<file path="src/pkg/csq_consts.svh">
`ifndef CSQ_CONSTS_SVH
`define CSQ_CONSTS_SVH

// Clock and timer tick.
`define CSQ_CLK_PERIOD_NS 10
`define CSQ_TICK_US 1000
`define CSQ_PRESCALE_CYC (`CSQ_TICK_US * 1000 / `CSQ_CLK_PERIOD_NS)
`define CSQ_MIN_TICKS (60000000 / `CSQ_TICK_US)

// Phase durations; qualification is held in tenths of a minute.
`define CSQ_QUAL_TIME_DMIN 75
`define CSQ_FULL_TIME_MIN 90
`define CSQ_TOP_TIME_MIN 45
`define CSQ_FAST_TIME_MIN 90
`define CSQ_QUAL_TICKS (`CSQ_QUAL_TIME_DMIN * `CSQ_MIN_TICKS / 10)
`define CSQ_FULL_TICKS (`CSQ_FULL_TIME_MIN * `CSQ_MIN_TICKS)
`define CSQ_TOP_TICKS (`CSQ_TOP_TIME_MIN * `CSQ_MIN_TICKS)
`define CSQ_FAST_TICKS (`CSQ_FAST_TIME_MIN * `CSQ_MIN_TICKS)

// Temperature sampling rate in centihertz, and measurement window.
`define CSQ_TEMP_RATE_CHZ 112
`define CSQ_TEMP_PERIOD_TICKS \
  (100000000 / (`CSQ_TICK_US * `CSQ_TEMP_RATE_CHZ))
`define CSQ_TEMP_MEAS_TICKS 2

// Precharge current divider and programmed current reset value.
`define CSQ_PRECHG_DIV 10
`define CSQ_FAST_I_RST 8'hff

// Register byte offsets.
`define CSQ_ADDR_STATUS 5'h00
`define CSQ_ADDR_FAST_I 5'h04
`define CSQ_ADDR_LIM_QUAL 5'h08
`define CSQ_ADDR_LIM_FULL 5'h0c
`define CSQ_ADDR_LIM_TOP 5'h10
`define CSQ_ADDR_LIM_FAST 5'h14

// Status register field positions.
`define CSQ_ST_STATE_LSB 0
`define CSQ_ST_RESUME_LSB 4
`define CSQ_ST_IND_LSB 8
`define CSQ_ST_TEMP_OK 12
`define CSQ_ST_TEMP_HOT 13
`define CSQ_ST_MEAS 14
`define CSQ_ST_IND_OE 15

// Indicator vector bit positions and idle value.
`define CSQ_IND_CC 0
`define CSQ_IND_CV 1
`define CSQ_IND_FAULT 2
`define CSQ_IND_IDLE 3'h7

`endif

</file>
<file path="src/pkg/csq_pkg.sv">
package csq_pkg;

  // Charging states.
  typedef enum logic [2:0] {
    CSQ_RESET  = 3'b000,
    CSQ_QUAL   = 3'b001,
    CSQ_FAST   = 3'b010,
    CSQ_FULL   = 3'b011,
    CSQ_TOPOFF = 3'b100,
    CSQ_DONE   = 3'b101,
    CSQ_PAUSE  = 3'b110,
    CSQ_FAULT  = 3'b111
  } csq_state_t;

  // Analog comparator results, all active high.
  typedef struct packed {
    logic supply_ok;
    logic ref_ok;
    logic bias_ok;
    logic above_uv;
    logic at_reg;
    logic below_recharge;
    logic over_voltage;
    logic dropout;
    logic below_term_current;
    logic temp_in_window;
    logic temp_at_max;
  } csq_cmp_t;

endpackage

</file>
<file path="src/hdl/csq_sync.sv">
`timescale 1ns/1ps
`default_nettype none

module csq_sync #(
  parameter int W = 1
) (
  input  wire logic         clk,
  input  wire logic         rst_n,
  input  wire logic [W-1:0] d,
  output logic      [W-1:0] q
);

  typedef struct packed {
    logic [W-1:0] s1;
    logic [W-1:0] s2;
    logic [W-1:0] s3;
    logic [W-1:0] q;
  } csq_sync_regs_t;

  csq_sync_regs_t r_q;
  csq_sync_regs_t r_d;

  // A bit moves on only when the second and third stages agree, which
  // filters a single metastable resolution; the first stage feeds only s2.
  always_comb begin
    r_d    = r_q;
    r_d.s1 = d;
    r_d.s2 = r_q.s1;
    r_d.s3 = r_q.s2;
    for (int i = 0; i < W; i++) begin
      if (r_q.s2[i] == r_q.s3[i]) begin
        r_d.q[i] = r_q.s3[i];
      end
    end
    if (!rst_n) begin
      r_d = '0;
    end
  end

  always_ff @(posedge clk) begin
    r_q <= r_d;
  end

  assign q = r_q.q;

endmodule

`default_nettype wire

</file>
<file path="src/hdl/csq_timer.sv">
`timescale 1ns/1ps
`default_nettype none

module csq_timer #(
  parameter int W = 24
) (
  input  wire logic         clk,
  input  wire logic         rst_n,
  input  wire logic         clear,
  input  wire logic         run,
  input  wire logic         tick,
  input  wire logic [W-1:0] limit,
  output logic              expired
);

  typedef struct packed {
    logic [W-1:0] count;
  } csq_tmr_regs_t;

  csq_tmr_regs_t r_q;
  csq_tmr_regs_t r_d;

  // Clear wins over counting; with run low the count is frozen, so a
  // paused phase picks up where it stopped.
  always_comb begin
    r_d = r_q;
    if (!rst_n || clear) begin
      r_d.count = '0;
    end else if (run && tick && !expired) begin
      r_d.count = r_q.count + 1'b1;
    end
  end

  always_ff @(posedge clk) begin
    r_q <= r_d;
  end

  assign expired = (r_q.count >= limit);

endmodule

`default_nettype wire

</file>
<file path="src/hdl/csq_charge_sequencer.sv">
`timescale 1ns/1ps
`default_nettype none
`include "csq_consts.svh"

// What this block does
// - Power-up or leaving power-down enters reset and zeroes both timers.
// - Dropout or battery overvoltage returns the sequencer to reset from any state but fault.
// - Reset holds current at zero with all three indicators released high.
// - Reset exits to qualification only when supply, reference, bias are good.
// - Qualification requests a tenth of fast current, constant-current lamp on.
// - Qualification timeout without leaving undervoltage goes to fault.
// - Qualification moves to fast charge above undervoltage with temperature ok.
// - Fast charge requests full current, constant-current lamp on, timer B.
// - Reaching regulation voltage in fast charge moves to full charge.
// - Fast-charge timer expiry before regulation voltage goes to fault.
// - Full charge regulates voltage, constant-voltage lamp on, timer A.
// - Low charge current or full-charge timeout moves to top-off.
// - Top-off keeps voltage mode, lamps off, done when timer A expires.
// - Done gives zero current, returns to reset below recharge threshold.
// - Temperature out of window pauses charging, freezes timers, keeps lamps.
// - Temperature back in window resumes interrupted state with held count.
// - Reset goes straight to fault when the battery is too hot.
// - Fault gives zero current, fault lamp on, both phase lamps off.
// - Fault is left only by power cycle or the power-down input.
// - Power-down stops charging and floats all three indicator outputs.
// - Temperature sampled about 1.12 Hz, charging briefly paused to measure.
module csq_charge_sequencer
  import csq_pkg::*;
#(
  parameter int          PRESCALE   = `CSQ_PRESCALE_CYC,
  parameter int          TEMP_TICKS = `CSQ_TEMP_PERIOD_TICKS,
  parameter int          TW         = 24,
  parameter logic [23:0] QUAL_TICKS = 24'(`CSQ_QUAL_TICKS),
  parameter logic [23:0] FULL_TICKS = 24'(`CSQ_FULL_TICKS),
  parameter logic [23:0] TOP_TICKS  = 24'(`CSQ_TOP_TICKS),
  parameter logic [23:0] FAST_TICKS = 24'(`CSQ_FAST_TICKS)
) (
  input  wire logic        clk,
  input  wire logic        rst_n,
  input  wire csq_cmp_t    cmp,
  input  wire logic        power_down_n,
  input  wire logic [4:0]  avs_address,
  input  wire logic        avs_read,
  input  wire logic        avs_write,
  input  wire logic [31:0] avs_writedata,
  input  wire logic [3:0]  avs_byteenable,
  output logic      [31:0] avs_readdata,
  output logic             avs_waitrequest,
  output logic      [7:0]  charge_current_setpoint,
  output logic             charge_enable,
  output logic             const_voltage_mode,
  output logic             temp_measure,
  output logic             const_current_indicator_n,
  output logic             const_current_indicator_oe,
  output logic             const_voltage_indicator_n,
  output logic             const_voltage_indicator_oe,
  output logic             fault_indicator_n,
  output logic             fault_indicator_oe
);

  localparam int PW  = $clog2(PRESCALE);
  localparam int TPW = $clog2(TEMP_TICKS + 1);
  localparam int SW  = $bits(csq_cmp_t) + 1;

  typedef struct packed {
    csq_state_t       st;
    csq_state_t       resume;
    logic [PW-1:0]    pre;
    logic             tick;
    logic [TPW-1:0]   tper;
    logic             meas;
    logic             temp_valid;
    logic             temp_ok;
    logic             temp_hot;
    logic [7:0]       fast_i;
    logic [TW-1:0]    lim_qual;
    logic [TW-1:0]    lim_full;
    logic [TW-1:0]    lim_top;
    logic [TW-1:0]    lim_fast;
    logic             wait_q;
    logic [31:0]      rdata;
    logic [7:0]       setpoint;
    logic             chg_en;
    logic             cv_mode;
    logic [2:0]       ind_n;
    logic             ind_oe;
  } csq_regs_t;

  csq_regs_t    r_q;
  csq_regs_t    r_d;
  logic [SW-1:0] sync_q;
  csq_cmp_t     cmp_s;
  logic         pd_n_s;
  logic         clr_a;
  logic         clr_b;
  logic         run_a;
  logic         run_b;
  logic         exp_a;
  logic         exp_b;
  logic [TW-1:0] lim_a;

  // Indicator levels for a state, bit order {fault, cv, cc}.
  function automatic logic [2:0] ind_for(csq_state_t s, logic [2:0] hold);
    logic [2:0] v;
    v = `CSQ_IND_IDLE;
    case (s)
      CSQ_QUAL, CSQ_FAST: v[`CSQ_IND_CC] = 1'b0;
      CSQ_FULL:           v[`CSQ_IND_CV] = 1'b0;
      CSQ_FAULT:          v[`CSQ_IND_FAULT] = 1'b0;
      CSQ_PAUSE:          v = hold;
      default:            v = `CSQ_IND_IDLE;
    endcase
    return v;
  endfunction

  // Current request for a state; the voltage loop caps it in CV phases.
  function automatic logic [7:0] setpt_for(csq_state_t s, logic [7:0] fi);
    logic [7:0] v;
    v = 8'h00;
    case (s)
      CSQ_QUAL:                     v = 8'(fi / `CSQ_PRECHG_DIV);
      CSQ_FAST, CSQ_FULL, CSQ_TOPOFF: v = fi;
      default:                      v = 8'h00;
    endcase
    return v;
  endfunction

  // States timed by timer A.
  function automatic logic uses_a(csq_state_t s);
    return (s == CSQ_QUAL) || (s == CSQ_FULL) || (s == CSQ_TOPOFF);
  endfunction

  // Byte-lane merge of a bus write into a stored word.
  function automatic logic [31:0] merge(logic [31:0] old,
                                        logic [31:0] wd,
                                        logic [3:0]  be);
    logic [31:0] v;
    v = old;
    for (int i = 0; i < 4; i++) begin
      if (be[i]) begin
        v[i*8 +: 8] = wd[i*8 +: 8];
      end
    end
    return v;
  endfunction

  // Comparators and the power-down pin arrive from the analog side.
  csq_sync #(
    .W (SW)
  ) u_sync (
    .clk   (clk),
    .rst_n (rst_n),
    .d     ({power_down_n, cmp}),
    .q     (sync_q)
  );

  assign cmp_s  = sync_q[SW-2:0];
  assign pd_n_s = sync_q[SW-1];

  // Timer A serves qualification, full charge and top-off in turn.
  always_comb begin
    case (r_q.st)
      CSQ_QUAL: lim_a = r_q.lim_qual;
      CSQ_FULL: lim_a = r_q.lim_full;
      default:  lim_a = r_q.lim_top;
    endcase
  end

  // Pause freezes both timers because the state leaves the timed set.
  assign run_a = uses_a(r_q.st);
  assign run_b = (r_q.st == CSQ_FAST);

  csq_timer #(
    .W (TW)
  ) u_phase_timer_a (
    .clk     (clk),
    .rst_n   (rst_n),
    .clear   (clr_a),
    .run     (run_a),
    .tick    (r_q.tick),
    .limit   (lim_a),
    .expired (exp_a)
  );

  csq_timer #(
    .W (TW)
  ) u_phase_timer_b (
    .clk     (clk),
    .rst_n   (rst_n),
    .clear   (clr_b),
    .run     (run_b),
    .tick    (r_q.tick),
    .limit   (r_q.lim_fast),
    .expired (exp_b)
  );

  // Next-state logic for the whole block, including the bus slave.
  always_comb begin
    r_d   = r_q;
    clr_a = 1'b0;
    clr_b = 1'b0;

    // Millisecond tick from the system clock.
    r_d.tick = (r_q.pre == PW'(PRESCALE - 1));
    r_d.pre  = r_d.tick ? '0 : r_q.pre + 1'b1;

    // Thermistor sampling: results are taken at the end of the window,
    // since the sense currents are only settled by then.
    if (r_q.tick) begin
      if (r_q.tper == TPW'(TEMP_TICKS - 1)) begin
        r_d.tper = '0;
      end else begin
        r_d.tper = r_q.tper + 1'b1;
      end
      if (r_q.tper == TPW'(`CSQ_TEMP_MEAS_TICKS - 1)) begin
        r_d.temp_valid = 1'b1;
        r_d.temp_ok    = cmp_s.temp_in_window;
        r_d.temp_hot   = cmp_s.temp_at_max;
      end
    end
    r_d.meas = (r_d.tper < TPW'(`CSQ_TEMP_MEAS_TICKS));

    // Charging state machine.
    if (!pd_n_s) begin
      r_d.st = CSQ_RESET;
    end else begin
      case (r_q.st)
        CSQ_RESET: begin
          if (cmp_s.supply_ok && cmp_s.ref_ok && cmp_s.bias_ok &&
              !cmp_s.dropout && !cmp_s.over_voltage &&
              r_q.temp_valid) begin
            if (r_q.temp_hot) begin
              r_d.st = CSQ_FAULT;
            end else begin
              r_d.st = CSQ_QUAL;
            end
          end
        end
        CSQ_QUAL: begin
          if (!r_q.temp_ok) begin
            r_d.st     = CSQ_PAUSE;
            r_d.resume = CSQ_QUAL;
          end else if (cmp_s.above_uv) begin
            r_d.st = CSQ_FAST;
          end else if (exp_a) begin
            r_d.st = CSQ_FAULT;
          end
        end
        CSQ_FAST: begin
          if (!r_q.temp_ok) begin
            r_d.st     = CSQ_PAUSE;
            r_d.resume = CSQ_FAST;
          end else if (cmp_s.at_reg) begin
            r_d.st = CSQ_FULL;
          end else if (exp_b) begin
            r_d.st = CSQ_FAULT;
          end
        end
        CSQ_FULL: begin
          if (!r_q.temp_ok) begin
            r_d.st     = CSQ_PAUSE;
            r_d.resume = CSQ_FULL;
          end else if (cmp_s.below_term_current || exp_a) begin
            r_d.st = CSQ_TOPOFF;
          end
        end
        CSQ_TOPOFF: begin
          if (!r_q.temp_ok) begin
            r_d.st     = CSQ_PAUSE;
            r_d.resume = CSQ_TOPOFF;
          end else if (exp_a) begin
            r_d.st = CSQ_DONE;
          end
        end
        CSQ_DONE: begin
          if (cmp_s.below_recharge) begin
            r_d.st = CSQ_RESET;
          end
        end
        CSQ_PAUSE: begin
          if (r_q.temp_ok) begin
            r_d.st = r_q.resume;
          end
        end
        default: begin
          r_d.st = CSQ_FAULT;
        end
      endcase
      // Loss of headroom or overvoltage restarts any live phase.
      if (r_q.st != CSQ_FAULT && r_q.st != CSQ_RESET &&
          (cmp_s.dropout || cmp_s.over_voltage)) begin
        r_d.st = CSQ_RESET;
      end
    end

    // Timers restart on entry to a phase but not on return from a pause.
    if (r_q.st == CSQ_RESET) begin
      clr_a = 1'b1;
      clr_b = 1'b1;
    end else if (r_d.st != r_q.st && r_q.st != CSQ_PAUSE) begin
      clr_a = uses_a(r_d.st);
      clr_b = (r_d.st == CSQ_FAST);
    end

    // Outputs follow the next state so they line up with it.
    r_d.setpoint = setpt_for(r_d.st, r_q.fast_i);
    r_d.chg_en   = (r_d.setpoint != 8'h00) && !r_d.meas;
    if (r_d.meas) begin
      r_d.setpoint = 8'h00;
    end
    r_d.cv_mode = (r_d.st == CSQ_FULL) || (r_d.st == CSQ_TOPOFF);
    r_d.ind_n   = ind_for(r_d.st, r_q.ind_n);
    r_d.ind_oe  = pd_n_s;

    // Avalon slave: answer one cycle after the request, for one cycle.
    if ((avs_read || avs_write) && r_q.wait_q) begin
      r_d.wait_q = 1'b0;
      r_d.rdata  = 32'h0000_0000;
      if (avs_address == `CSQ_ADDR_STATUS) begin
        r_d.rdata[`CSQ_ST_STATE_LSB +: 3]  = r_q.st;
        r_d.rdata[`CSQ_ST_RESUME_LSB +: 3] = r_q.resume;
        r_d.rdata[`CSQ_ST_IND_LSB +: 3]    = r_q.ind_n;
        r_d.rdata[`CSQ_ST_TEMP_OK]         = r_q.temp_ok;
        r_d.rdata[`CSQ_ST_TEMP_HOT]        = r_q.temp_hot;
        r_d.rdata[`CSQ_ST_MEAS]            = r_q.meas;
        r_d.rdata[`CSQ_ST_IND_OE]          = r_q.ind_oe;
      end else if (avs_address == `CSQ_ADDR_FAST_I) begin
        r_d.rdata[7:0] = r_q.fast_i;
      end else if (avs_address == `CSQ_ADDR_LIM_QUAL) begin
        r_d.rdata[TW-1:0] = r_q.lim_qual;
      end else if (avs_address == `CSQ_ADDR_LIM_FULL) begin
        r_d.rdata[TW-1:0] = r_q.lim_full;
      end else if (avs_address == `CSQ_ADDR_LIM_TOP) begin
        r_d.rdata[TW-1:0] = r_q.lim_top;
      end else if (avs_address == `CSQ_ADDR_LIM_FAST) begin
        r_d.rdata[TW-1:0] = r_q.lim_fast;
      end
    end else begin
      r_d.wait_q = 1'b1;
    end

    // Writes land at the edge where the master sees waitrequest low.
    if (avs_write && !r_q.wait_q) begin
      if (avs_address == `CSQ_ADDR_FAST_I) begin
        r_d.fast_i = 8'(merge({24'h0, r_q.fast_i}, avs_writedata,
                              avs_byteenable));
      end else if (avs_address == `CSQ_ADDR_LIM_QUAL) begin
        r_d.lim_qual = TW'(merge(32'(r_q.lim_qual), avs_writedata,
                                 avs_byteenable));
      end else if (avs_address == `CSQ_ADDR_LIM_FULL) begin
        r_d.lim_full = TW'(merge(32'(r_q.lim_full), avs_writedata,
                                 avs_byteenable));
      end else if (avs_address == `CSQ_ADDR_LIM_TOP) begin
        r_d.lim_top = TW'(merge(32'(r_q.lim_top), avs_writedata,
                                avs_byteenable));
      end else if (avs_address == `CSQ_ADDR_LIM_FAST) begin
        r_d.lim_fast = TW'(merge(32'(r_q.lim_fast), avs_writedata,
                                 avs_byteenable));
      end
    end

    // Synchronous reset; the phase lamps start released.
    if (!rst_n) begin
      r_d          = '0;
      r_d.st       = CSQ_RESET;
      r_d.resume   = CSQ_RESET;
      r_d.fast_i   = `CSQ_FAST_I_RST;
      r_d.lim_qual = QUAL_TICKS;
      r_d.lim_full = FULL_TICKS;
      r_d.lim_top  = TOP_TICKS;
      r_d.lim_fast = FAST_TICKS;
      r_d.wait_q   = 1'b1;
      r_d.ind_n    = `CSQ_IND_IDLE;
      r_d.meas     = 1'b1;
    end
  end

  always_ff @(posedge clk) begin
    r_q <= r_d;
  end

  // Every output is a field of the state register.
  assign avs_readdata               = r_q.rdata;
  assign avs_waitrequest            = r_q.wait_q;
  assign charge_current_setpoint    = r_q.setpoint;
  assign charge_enable              = r_q.chg_en;
  assign const_voltage_mode         = r_q.cv_mode;
  assign temp_measure               = r_q.meas;
  assign const_current_indicator_n  = r_q.ind_n[`CSQ_IND_CC];
  assign const_current_indicator_oe = r_q.ind_oe;
  assign const_voltage_indicator_n  = r_q.ind_n[`CSQ_IND_CV];
  assign const_voltage_indicator_oe = r_q.ind_oe;
  assign fault_indicator_n          = r_q.ind_n[`CSQ_IND_FAULT];
  assign fault_indicator_oe         = r_q.ind_oe;

endmodule

`default_nettype wire

</file>
<file path="config.mk">
export PLATFORM = sky130hd
export DESIGN_NAME = csq_charge_sequencer
export DESIGN_NICKNAME = d
export VERILOG_FILES = /design/src/pkg/csq_pkg.sv /design/src/hdl/csq_sync.sv /design/src/hdl/csq_timer.sv /design/src/hdl/csq_charge_sequencer.sv
export VERILOG_INCLUDE_DIRS = /design/src /design/src/pkg
export SDC_FILE = /design/constraint.sdc
export NUM_CORES = 1
export LEC_CHECK = 0
export BUFFER_PORTS_ARGS = -buffer_cell sky130_fd_sc_hd__buf_2
export CAP_MARGIN = 40
export CORE_ASPECT_RATIO = 0.6
export CORE_UTILIZATION = 55
export CTS_BUF_LIST = sky130_fd_sc_hd__clkbuf_2
export DETAILED_ROUTE_END_ITERATION = 16
export MAX_ROUTING_LAYER = met4
export PLACE_DENSITY = 0.76
export SYNTH_ARGS = -nofsm -noshare
export SYNTH_HDL_FRONTEND = slang
export SYNTH_SLANG_ARGS = --single-unit
</file>
<file path="constraint.sdc">
create_clock -name clk -period 5.3 [get_ports clk]
set_clock_uncertainty 0.2 [all_clocks]
set_input_delay 0.53 -clock clk [delete_from_list [all_inputs] [get_ports clk]]
set_output_delay 0.53 -clock clk [all_outputs]
set_load 0.02 [all_outputs]
</file>
[Yosys cells after proc, flatten, opt, wreduce, memory -nomap -nowiden]
Index checks and enable logic that the tools add are counted.
Operators by class
  add/subtract/negate cells: 4
  div/mod/pow operators: 1
  $lt $le $gt $ge: 3
  eq/ne operators: 39
  mux-type cells: 48
  bitwise logic cells: 5
  reductions and logical operators: 56
Operators with widths (number)
  two-way mux 24 bit: 4
  two-way mux 3 bit: 23
  adder 24 x 1 -> 24 bit (second input constant): 2
  >= comparator 24 bit: 2
  case mux 24 bit (2 select lines): 1
  divider 8 x 4 -> 32 bit (second input constant): 1
  AND reduction 6 bit: 4
  case mux 3 bit (7 select lines): 1
  AND reduction 7 bit: 3
  two-way mux 10 bit: 2
  equality test 3 bit (second input constant): 6
  adder 17 x 1 -> 17 bit (second input constant): 1
  equality test 17 bit (second input constant): 1
  two-way mux 16 bit: 1
  two-way mux 8 bit: 2
  case mux 8 bit (2 select lines): 1
  logical AND 1 bit: 15
  AND reduction 5 bit: 3
  equality test 1 bit: 12
  equality test 3 x 2 -> 1 bit (second input constant): 4
  case mux 3 bit (4 select lines): 1
  AND reduction 4 bit: 3
  adder 10 x 1 -> 10 bit (second input constant): 1
  equality test 10 x 1 -> 1 bit (second input constant): 1
  24 further kinds: 61
Storage, ports and cells
  register bits: 277
  input bits: 57
  output and inout bits: 50

[Longest topological paths before layout]
Gate-level depths: netlist of the first run.
  depth in word-level cells: 15
  depth in mapped cells: 19
  gate-level depth less buffers: 14

[By module]
From an unflattened synthesis of the first run, not the netlist that was laid out.
Unflattened totals
  cells, all modules: 1794
  area total of the unflattened synthesis: 14789.2 um^2
Modules (own cells, without submodules)
  csq_charge_sequencer: times used 1, cells each 1155, area an instance 9282.7 um^2, sequential area each 3623.5 um^2
  csq_timer: times used 2, cells each 251, area an instance 1988.2 um^2, sequential area each 480.5 um^2
  csq_sync: times used 1, cells each 137, area an instance 1530.2 um^2, sequential area each 960.9 um^2

[Worst setup path before layout of the first run]
No wires, ideal clock.
  path type: reg2reg
  start: register r_q[188] (netlist bit)
  end: register u_phase_timer_a.r_q[5] (netlist bit)
  library setup time: 115 ps
  data arrival time: 4436 ps
  data required time: 4985 ps
  path slack: 549 ps
  cell stages (with the launch flop): 19
  buffers on the path: 5
  clock period less this slack: 4751 ps
  cell sequence: dfxtp_1 clkbuf_1 clkbuf_1 nand2b_1 clkbuf_1 clkbuf_1 a21oi_1 ha_1 a21o_1 a21o_1 a221oi_1 o211ai_1 and3_1 a211oi_2 nor2b_1 a21boi_0 o31ai_4 buf_6 nor2_1
On the way
  cells in the longest elaborated chain, start to end: 15
  elaborated cells between the ends (all ways): 46
RTL lines
  start, declared: RTL line csq_charge_sequencer.sv:89  | csq_regs_t r_q;
  start signal, assigned: RTL line csq_charge_sequencer.sv:379  | r_q <= r_d;
  equality test 3 x 2 -> 1 bit / equality test 3 x 1 -> 1 bit (equally long branches): RTL line csq_charge_sequencer.sv:130, csq_charge_sequencer.sv:162, csq_charge_sequencer.sv:227
  case mux 24 bit (2 select lines): RTL line csq_charge_sequencer.sv:162  | case (r_q.st)
  >= comparator 24 bit: RTL line csq_timer.sv:38  | assign expired = (r_q.count >= limit);
  two-way mux 3 bit / logical OR 1 bit (equally long branches): RTL line csq_charge_sequencer.sv:245, csq_charge_sequencer.sv:263
  two-way mux 3 bit (on tied branches): RTL line csq_charge_sequencer.sv:243, csq_charge_sequencer.sv:263
  two-way mux 3 bit (on tied branches): RTL line csq_charge_sequencer.sv:240, csq_charge_sequencer.sv:260
  case mux 3 bit (7 select lines): RTL line csq_charge_sequencer.sv:227  | case (r_q.st)
  two-way mux 3 bit: RTL line csq_charge_sequencer.sv:290  | if (r_q.st != CSQ_FAULT && r_q.st != CSQ_RESET &&
  two-way mux 3 bit: RTL line csq_charge_sequencer.sv:224  | if (!pd_n_s) begin
  equality test 3 x 1 -> 1 bit / equality test 3 x 2 -> 1 bit (equally long branches): RTL line csq_charge_sequencer.sv:130  | return (s == CSQ_QUAL) || (s == CSQ_FULL) || (s == CSQ_TOPOFF);
  logical OR 1 bit (2 in a row): RTL line csq_charge_sequencer.sv:130
  two-way mux 1 bit: RTL line csq_charge_sequencer.sv:300  | end else if (r_d.st != r_q.st && r_q.st != CSQ_PAUSE) begin
  two-way mux 1 bit: RTL line csq_charge_sequencer.sv:297  | if (r_q.st == CSQ_RESET) begin
  logical OR 1 bit: RTL line csq_timer.sv:27  | if (!rst_n || clear) begin
  end signal, assigned: RTL line csq_timer.sv:35  | r_q <= r_d;
  end, declared: RTL line csq_timer.sv:20  | csq_tmr_regs_t r_q;
Parallel ways exist; a longest one is shown, timed or not.
A chain may end at the register's enable or synchronous reset.

[Final worst setup path of the first run]
  start: register r_q[187] (netlist bit)
  end: register u_phase_timer_a.r_q[4] (netlist bit)
The elaborated chain is that of the path after synthesis.

==> metrics.txt, run 1 <==
status finished, final reports clean; R2R Setup Slk 510 ps; FP Rows 44; CP max FO 17; Max-Cap Viols 0; first-pass GRT wire length 57,020 um; PostCTS Resize Cnt 0; clk buf depth 3; ys flop type dfxtp_1; DRT Wirelength 35,620 um; Register Area 5547 um^2; placed cell area 14,250 um^2; die width 205.9 um; Final Hold Violating Endpoints 0; Final period util 90.30%; Fmax 208.9 MHz; post-layout minimum cycle time 4786 ps; TNS Setup 0 ps; Hold/Removal Path Class input port to register; Sink Count 277; CP endpoint u_phase_timer_a.r_q[4]; Synth Cell Area 13,720 um^2; most frequent cells in the layout dfxtp_1, nor2_1, mux2i_1, nand2_1, a21oi_1; layout cells sized above 1 12.70%; CTS Buf Count 61; Vias 12,040; Post-synth EDFFs 0; Register-to-Register Path Depth 17; I/O pin cnt 107; Worst Path Required 5910 ps; Synth warnings 0; port bufs 89; area of the multi-input gates 7388 um^2; die height 124.4 um; Leak 0.006398 uW; post-route cell area 15,280 um^2; Detail Placement HPWL 24,740 um; peak supply drop 0.1782 mV; Setup CP Type register to register; startpoint types register; worst hold slack 56.50 ps; H-tree Lvls 2; post-synthesis register bit count 277; Yosys cell types 70; initial core utilization 56.39%; clk slew on worst S/H paths 110 ps; top-area cell type share of the netlist area 40.41%; wire per inst 17.12 um; area of the core 24,330 um^2; Relative slew margins 43.33%; RSZ-0062 raised after global routing false; Crit. End Element register; Placer Congestion 0.9709; most common cell after layout, fill and taps aside dfxtp_1; Critical R2R Capture u_phase_timer_a.r_q[4]; startpoint of the worst hold path avs_byteenable[1]; Final ANT Viol Nets 0; crit-path cells buf_4 > mux2i_1 > nor2_1 > a21oi_1 > ha_1 > a21oi_1 > o2111ai_1 > o211ai_1 > o211ai_1 > buf_4 > and3_1 > a2111oi_0 > nand4_1 > a31oi_4 > o31ai_4 > buf_6 > nor3_1; Area contributors post-synth dfxtp_1, mux2i_1, nor2_1; Vias/cell 5.788; Final setup viols 0; pwr dens 236.2 nW/um^2; root buf cell clkbuf_2; latest clock arrival within the worst-skew pair 930 ps; Worst EP arrival 5400 ps; DIE AREA 25,610 um^2; Syn Area/Cell 8.619 um^2; crit path from r_q[187]; Worst Max-Slew Pin Slew 838.2 ps; TritonCTS clock tree yes; DR iter-0 viols 1,143; vias in the first global route 11,130; GRT overflow 0; worst r2r src r_q[187]; ys async rst share 0%; cell taking the most area after synthesis dfxtp_1; largest net degree at the start of global routing 69; Pre-antenna DRT Iters 5; total track usage 28.46%; sequential share of the synthesized area 40.41%; antenna violations before repair 2; Slowest cell on crit path dfxtp_2; P&R area growth vs syn 11.33%; Crit path largest cell delay 690 ps; Max Slew Vio Count 0; drt drc 0; Fillers 2,063; nets 1,829; power consumption 3608 uW; post-synthesis cell count 1,592
## synth_stat cells, types with 3 or more instances
| cell | n |
|---|---|
| dfxtp_1 | 277 |
| nor2_1 | 220 |
| mux2i_1 | 153 |
| nand2_1 | 149 |
| a21oi_1 | 92 |
| clkbuf_1 | 67 |
| o21ai_0 | 64 |
| ha_1 | 55 |
| xor2_1 | 47 |
| inv_1 | 45 |
| buf_4 | 42 |
| and2_1 | 40 |
| nor3_1 | 37 |
| nand3_1 | 36 |
| nand4_1 | 27 |
| o211ai_1 | 23 |
| xnor2_1 | 20 |
| and3_1 | 17 |
| o221ai_1 | 16 |
| a211oi_1 | 13 |
| a22oi_1 | 13 |
| a21o_1 | 11 |
| o22ai_1 | 11 |
| nor2b_1 | 10 |
| nand2b_1 | 8 |
| nor4_1 | 8 |
| and4_1 | 7 |
| buf_1 | 6 |
| nor3b_1 | 5 |
| buf_6 | 4 |
| o2111ai_1 | 4 |
| o31ai_1 | 4 |
| or3_1 | 4 |
| a31oi_1 | 3 |
| maj3_1 | 3 |
| nand3b_1 | 3 |
| o21a_1 | 3 |
| or2_2 | 3 |
| or4_1 | 3 |
## kinds of logic after synthesis
logic type,after synthesis,share of synthesized area [%]
buffers and inverters,168,5.981
and+or+nand+nor,583,19.54
xor gates and xnor gates,67,4.276
other,1,0.02733
adders and majority gates,58,5.234
AOI/OAI and AO/OA,285,13.37
DFF,277,40.41
muxes,153,11.16
## what timing repair did
item / in CTS / in global routing
hold endpoints to repair: 150 / 0
hold buffers: 53 / 0
setup endpoints to repair: 0 / 0
setup buffers: 0 / 0
## worst max-delay path: cells and delay by family, from the launching register on
family	cells	cell delay, ps
AOI/OAI and AO/OA	8	1810
buffers and inverters	3	760
DFF	1	690
and+or+nand+nor	4	660
adders and majority gates	1	310
muxes	1	240
## flip-flops by register name (all words and copies together) (netlist names), 8 cells and up
register                 flops
charge_current_setpoint      8
u_sync.r_q                  36
u_sync.q                    12
u_phase_timer_a.r_q         24
avs_readdata                24
u_phase_timer_b.r_q         24
r_q                        141
## layer usage
metal  up-vias  wire (um)  GRT usage [%]
met5         -          0              -
met4         0        619          8.348
met3        67       3094          5.390
met2       520      14840          39.35
met1      5641      17070          41.63
li1       5811          -              -
## cell type report
type | count | share of cell area (%)
Inverter | 47 | 1.163
Timing Repair Buffer | 176 | 8.296
Sequential cell | 277 | 36.31
Antenna cell | 2 | 0.03276
Tap cell | 322 | 2.637
Clock inverter | 23 | 0.6142
Clock buffer | 79 | 2.588
Multi-Input combinational cell | 1154 | 48.36
## where the power goes
group | internal, uW | switching (uW) | total, uW
clock | 409 | 833 | 1240
sequential | 2110 | 17.3 | 2130
combinational | 95.7 | 144 | 240
total | 2610 | 994 | 3610
## metrics by stage
step | util [%] | setup slack (ps) | instances
floorplan | - | 549.4 | 1599
global placement | 58.05 | 580.2 | 1911
detailed placement | 58.57 | 649.9 | 1923
CTS | 62.76 | 548.1 | 2078
global route | 62.78 | 180.9 | 2080
finish | 62.78 | 514.1 | 2080
## worst min path at each step
| stage | endpoint | slack (ps) | cells past startpoint |
|---|---|---|---|
| 6_report | r_q[61] | 60 | 5 |
| 5_1_grt | r_q[109] | 40 | 6 |
| 4_1_cts | r_q[143] | 1 | 6 |
| 3_5_place_dp | u_sync.r_q[33] | 220 | 1 |
| 3_3_place_gp | u_sync.r_q[32] | 220 | 1 |
| 2_1_floorplan | u_sync.r_q[24] | 210 | 1 |
Power figures use the tool's default switching activity.
==> inputs of run 2 (changes only) <==
CELL_PAD_IN_SITES_DETAIL_PLACEMENT = 1   (was unset)
CELL_PAD_IN_SITES_GLOBAL_PLACEMENT = 1   (was unset)
CORE_UTILIZATION = 48   (was 55)
PLACE_DENSITY = 0.85   (was 0.76)
==> run 2 against run 1 <==
Against the previous run: the run now ends with design-rule violations left; final area grew 1.8%; fmax fell by 5.3%; sequential power is essentially flat; clock-buffer cell count is 18 higher; highest routed layer unchanged; core utilization is 6.9 points lower; critical path type unchanged; largest cell class unchanged; worst setup slack worse by 270 ps.
==> metrics.txt, run 2 (synthesis results as in run 1) <==
die height 133.0 um (+6.9%); Placer Congestion 0.9197 (-5.3%); Max Slew Vio Count 0 (unchanged); Final Hold Violating Endpoints 0 (unchanged); drt drc 2 (+2); vias in the first global route 12,950 (+16%); first-pass GRT wire length 69,500 um (+22%); Final period util 95.37% (+5.1 points); Post-CTS Setup Bufs 0 (unchanged); die width 220.3 um (+7.0%); RSZ-0062 raised after global routing false; Largest register FFs 141 (unchanged); antenna violations before repair 4 (+2); Vias 12,580 (+4.5%); P&R area growth vs syn 13.37%; GRT overflow 0 (unchanged); Leak 0.006530 uW (+2.1%); Setup WS pre-CTS 530.5 ps (-119.5 ps); Crit. End Element register; status finished, violations left; most frequent cells in the layout dfxtp_1, nor2_1, mux2i_1, nand2_1, clkbuf_2; biggest regs r_q x141, u_sync.r_q x36; wire per inst 20.63 um (+20%); largest register by flop count r_q; area of the multi-input gates 7388 um^2 (unchanged); root buf cell clkbuf_2; DRT Wirelength 44,160 um (+24%); CTS Buf Count 70 (+15%); fin worst setup slack 245.4 ps (-268.7 ps); Detail Placement HPWL 29,470 um (+19%); placed insts 1,966 (+2.2%); clk buf depth 3 (unchanged); total track usage 31.30% (+2.8 points); Final setup viols 0 (unchanged); Worst Max-Slew Pin Slew 943.5 ps (+105.3 ps); PostCTS Resize Cnt 0 (unchanged); Relative slew margins 37.10% (-6.2 points); placed cell area 14,300 um^2 (+0.32%); Sink Count 277 (unchanged); FP Rows 47 (+6.8%); Hold/Removal Path Class input port to register; final instance count without filler cells 2,141 (+2.9%); Worst Path Required 5950 ps (+40 ps); Max-Cap Viols 0 (unchanged); CP max FO 22 (+5); I/O pin cnt 107 (unchanged); post-layout minimum cycle time 5055 ps (+268.7 ps); peak supply drop 0.2374 mV (+33%); Setup CP Type register to register; port bufs 89 (unchanged); Worst EP arrival 5710 ps (+310 ps); H-tree Lvls 3 (+1); Vias/cell 5.874 (+1.5%); TNS Setup 0 ps (unchanged); power consumption 4024 uW (+12%); startpoint types register; post-route cell area 15,560 um^2 (+1.8%); DIE AREA 29,290 um^2 (+14%); initial core utilization 49.33% (-7.1 points); Fillers 3,357 (+63%); latest clock arrival within the worst-skew pair 1040 ps (+110 ps); Register Area 5547 um^2 (unchanged); pwr dens 258.7 nW/um^2 (+9.5%); layout cells sized above 1 13.62% (+0.92 points); clk slew on worst S/H paths 100 ps (about the same); DR iter-0 viols 1,011 (-12%); most common cell after layout, fill and taps aside dfxtp_1; violated checks design-rule violations; nets 1,839 (+0.55%); Pre-antenna DRT Iters 13 (+8); TritonCTS clock tree yes; Fmax 197.8 MHz (-5.3%); area of the core 27,820 um^2 (+14%); largest net degree at the start of global routing 69 (unchanged); Final ANT Viol Nets 0 (unchanged)
## run 2: report_power, final
part | leakage [uW] | internal [uW] | total [uW] | switching, uW
Sequential | 0.00224 | 2110 | 2130 | 19.0
Clock | 0.000496 | 729 | 1650 | 921
Combinational | 0.00379 | 93.2 | 246 | 153
## run 2: what timing repair did
action                                  in CTS  in global routing
endpoints found under the hold margin      157                  0
hold buffers                                56                  0
endpoints found under the setup margin       0                  0
## run 2: routing by layer
layer	routed length, um	global-route usage (%)	part of all wire (%)
met1	20330	41.39	46
met2	19390	45.82	44
met3	3196	7.747	7.2
met4	1255	11.72	2.8
met5	0	-	0
## run 2: cell type report
type                    count  share of cell area (%)
diodes                      5                 0.08043
clock buffers              97                   3.121
clock inverters            17                   1.287
inverters                  47                   1.142
multi-input cells        1154                   47.49
flip-flops and latches    277                   35.66
well taps                 367                   2.952
repair buffers            177                   8.268
## run 2: stage by stage
step,hold slack [ps],utilization (%)
floorplan,211.9,-
global placement,215.1,51.08
detailed placement,220.8,51.40
CTS,52.43,55.88
global route,47.44,55.93
finish,113.1,55.93
## run 2: path summary, 6_finish.rpt
kind | start | endpoint | slack [ps] | cells past startpoint
max | r_q[187] | u_phase_timer_a.r_q[4] | 250 | 17
max reg2reg | r_q[187] | u_phase_timer_a.r_q[4] | 250 | 17
min reg2reg | u_sync.r_q[46] | u_sync.r_q[34] | 240 | 1
min | avs_byteenable[0] | r_q[145] | 110 | 5
## run 2: critical path: stages (launching register included)
cell	delay [ps]
dfxtp_2	650
mux2i_1	310
nor2_1	80
a21oi_1	360
ha_1	330
a21oi_1	130
o21ai_0	110
a221oi_1	420
o211ai_1	170
buf_4	210
and3_1	190
a211oi_2	380
buf_4	220
nand3b_1	150
a21boi_0	420
o31ai_4	180
buf_8	210
nor3_1	180
==> inputs of run 3 (changes only) <==
CORE_MARGIN = 5   (was unset)
PLACE_DENSITY = 0.91   (was 0.85)
==> run 3 against run 2 <==
Against the previous run: the flow now finishes without violations; sequential share of layout area shrank 0.077 points; wire length grew 16%; critical path depth decreased by 1; clock power barely moved; via count up 7.0%; clock-buffer cell count shrank 2; highest routed layer unchanged.
==> metrics.txt, run 3 (synthesis results as in run 1) <==
status finished, final reports clean; DR iter-0 viols 1,582 (+56%); Max-Cap Viols 0 (unchanged); R2R Setup Slk 60 ps (-190 ps); power consumption 4042 uW (+0.44%); worst r2r src r_q[187]; most frequent cells in the layout dfxtp_1, nor2_1, mux2i_1, nand2_1, clkbuf_2; largest net degree at the start of global routing 73 (+5.8%); peak supply drop 0.2265 mV (-4.6%); post-layout minimum cycle time 5245 ps (+190.0 ps); CTS Hold Buffers Added 58 (+3.6%); die height 141.0 um (+6.0%); Slowest cell on crit path dfxtp_2; hold depth 6 (+1); Worst Path Required 5930 ps (-20 ps); Min-Delay Endpoint r_q[111]; drt drc 0 (-2); Hold/Removal Path Class input port to register; Worst Max-Slew Pin Slew 857.4 ps (-86.12 ps); P&R area growth vs syn 13.61%; first-pass GRT wire length 80,580 um (+16%); startpoint types register; area of the core 27,870 um^2 (+0.21%); Largest register FFs 141 (unchanged); I/O pin cnt 107 (unchanged); DIE AREA 32,180 um^2 (+9.9%); root buf cell clkbuf_2; nets 1,843 (+0.22%); vias in the first global route 14,240 (+10%); Vias/cell 6.254 (+6.5%); Crit path max-delay family simple AND/OR/NAND/NOR gates; Register-to-Register Path Depth 16 (-1); Fmax 190.7 MHz (-3.6%); FP Rows 47 (unchanged); biggest regs r_q x141, u_sync.r_q x36; GRT overflow 0 (unchanged); TritonCTS clock tree yes; Vias 13,450 (+7.0%); most common cell after layout, fill and taps aside dfxtp_1; crit path from r_q[187]; Final period util 98.95% (+3.6 points); CTS Buf Count 69 (-1.4%); Final Hold Violating Endpoints 0 (unchanged); H-tree Lvls 3 (unchanged); Sink Count 277 (unchanged); Crit path largest cell delay 640 ps (about the same); pwr dens 259.3 nW/um^2 (+0.22%); Final ANT Viol Nets 0 (unchanged); largest register by flop count r_q; Post-CTS Setup Bufs 0 (unchanged); clk buf depth 3 (unchanged); Detail Placement HPWL 30,360 um (+3.0%); PostCTS Resize Cnt 0 (unchanged); RSZ-0062 raised after global routing false; port bufs 89 (unchanged); Critical R2R Capture u_phase_timer_b.r_q[2]; wire per inst 23.84 um (+16%); die width 228.3 um (+3.6%); antenna violations before repair 3 (-1); DRT Wirelength 51,280 um (+16%); CP max FO 14 (-36%); initial core utilization 49.23% (-0.10 points); Setup CP Type register to register; crit-path cells mux2i_1 > nor2_1 > a21oi_1 > ha_1 > nand4_1 > nor3_1 > o211ai_1 > o211ai_1 > buf_4 > nor2_1 > and4b_1 > or4b_4 > a31oi_4 > o21ai_2 > buf_6 > nor3b_1; latest clock arrival within the worst-skew pair 1060 ps (+20 ps); layout cells sized above 1 13.70% (+0.077 points); total track usage 32.03% (+0.72 points); Relative slew margins 42.40% (+5.3 points); Max Slew Vio Count 0 (unchanged); Final setup viols 0 (unchanged); Pre-antenna DRT Iters 7 (-6); startpoint of the worst hold path avs_byteenable[2]; Worst Path Buf+Inv 2 (-1); Leak 0.006537 uW (+0.10%); Worst EP arrival 5870 ps (+160 ps); Placer Congestion 0.9018 (-1.9%); clk slew on worst S/H paths 120 ps (+20 ps); Crit. End Element register; TNS Setup 0 ps (unchanged)
-- run 3: cell types whose count changed in the layout (fill, tap and decap cells not counted), sizes merged --
cell and delta:
clkbuf -2, diode -2, inv +2, bufinv -2, clkinv +8, dlygate4sd3 +2, clkinvlp +1, buf +3
-- run 3: worst max path at each step --
stage / slack (ps) / depth (start not counted) / end
3_3_place_gp: 480 / 16 / u_phase_timer_a.r_q[4]
5_1_grt: 20 / 16 / u_phase_timer_b.r_q[2]
6_report: 60 / 16 / u_phase_timer_b.r_q[2]
4_1_cts: 430 / 16 / u_phase_timer_b.r_q[2]
2_1_floorplan: 550 / 18 / u_phase_timer_a.r_q[5]
3_5_place_dp: 490 / 16 / u_phase_timer_b.r_q[2]
-- run 3: area by class of cell --
cell class	count	area, um^2
Multi-Input combinational cell	1154	7388
Antenna cell	3	7.507
Timing Repair Buffer	182	1349
Fill cell	3341	12280
Clock inverter	26	186.4
Clock buffer	95	475.5
Tap cell	367	459.2
Sequential cell	277	5547
Inverter	47	177.7
-- run 3: worst register-to-register path, delay by kind of cell (launching register included) --
| family | cells | cell delay, ps |
|---|---|---|
| compound gates | 5 | 1380 |
| fa+ha+maj | 1 | 250 |
| buf+inv | 2 | 460 |
| mux | 1 | 330 |
| flops | 1 | 640 |
| simple gates | 7 | 1900 |
-- run 3: through the flow --
step	std cells	setup WS [ps]	hold slack, ps	utilization [%]	cell area, um^2
2_1_floorplan	1599	549.4	211.9	-	13750
3_3_place_gp	1957	481.9	213.6	50.95	14200
3_5_place_dp	1969	492.8	219.9	51.45	14340
4_1_cts	2148	431.2	82.78	55.90	15580
5_1_grt	2151	20.09	143.7	55.93	15590
6_report	2151	55.40	177.8	55.93	15590
-- run 3: power breakdown --
group          internal [uW]  total (uW)  leakage, uW  switching, uW
combinational           97.2         262      0.00381            165
clock                    634        1650     0.000483           1020
sequential              2110        2130      0.00224           20.5
-- run 3: routing by layer --
metal  vias to the layer above  wire length, um  track usage, %
met4                         0             2977           17.24
met2                       845            22760           49.58
met1                      6471            20540           37.68
li1                       5846                -               -
met5                         -                0               -
met3                       290             5003           9.847
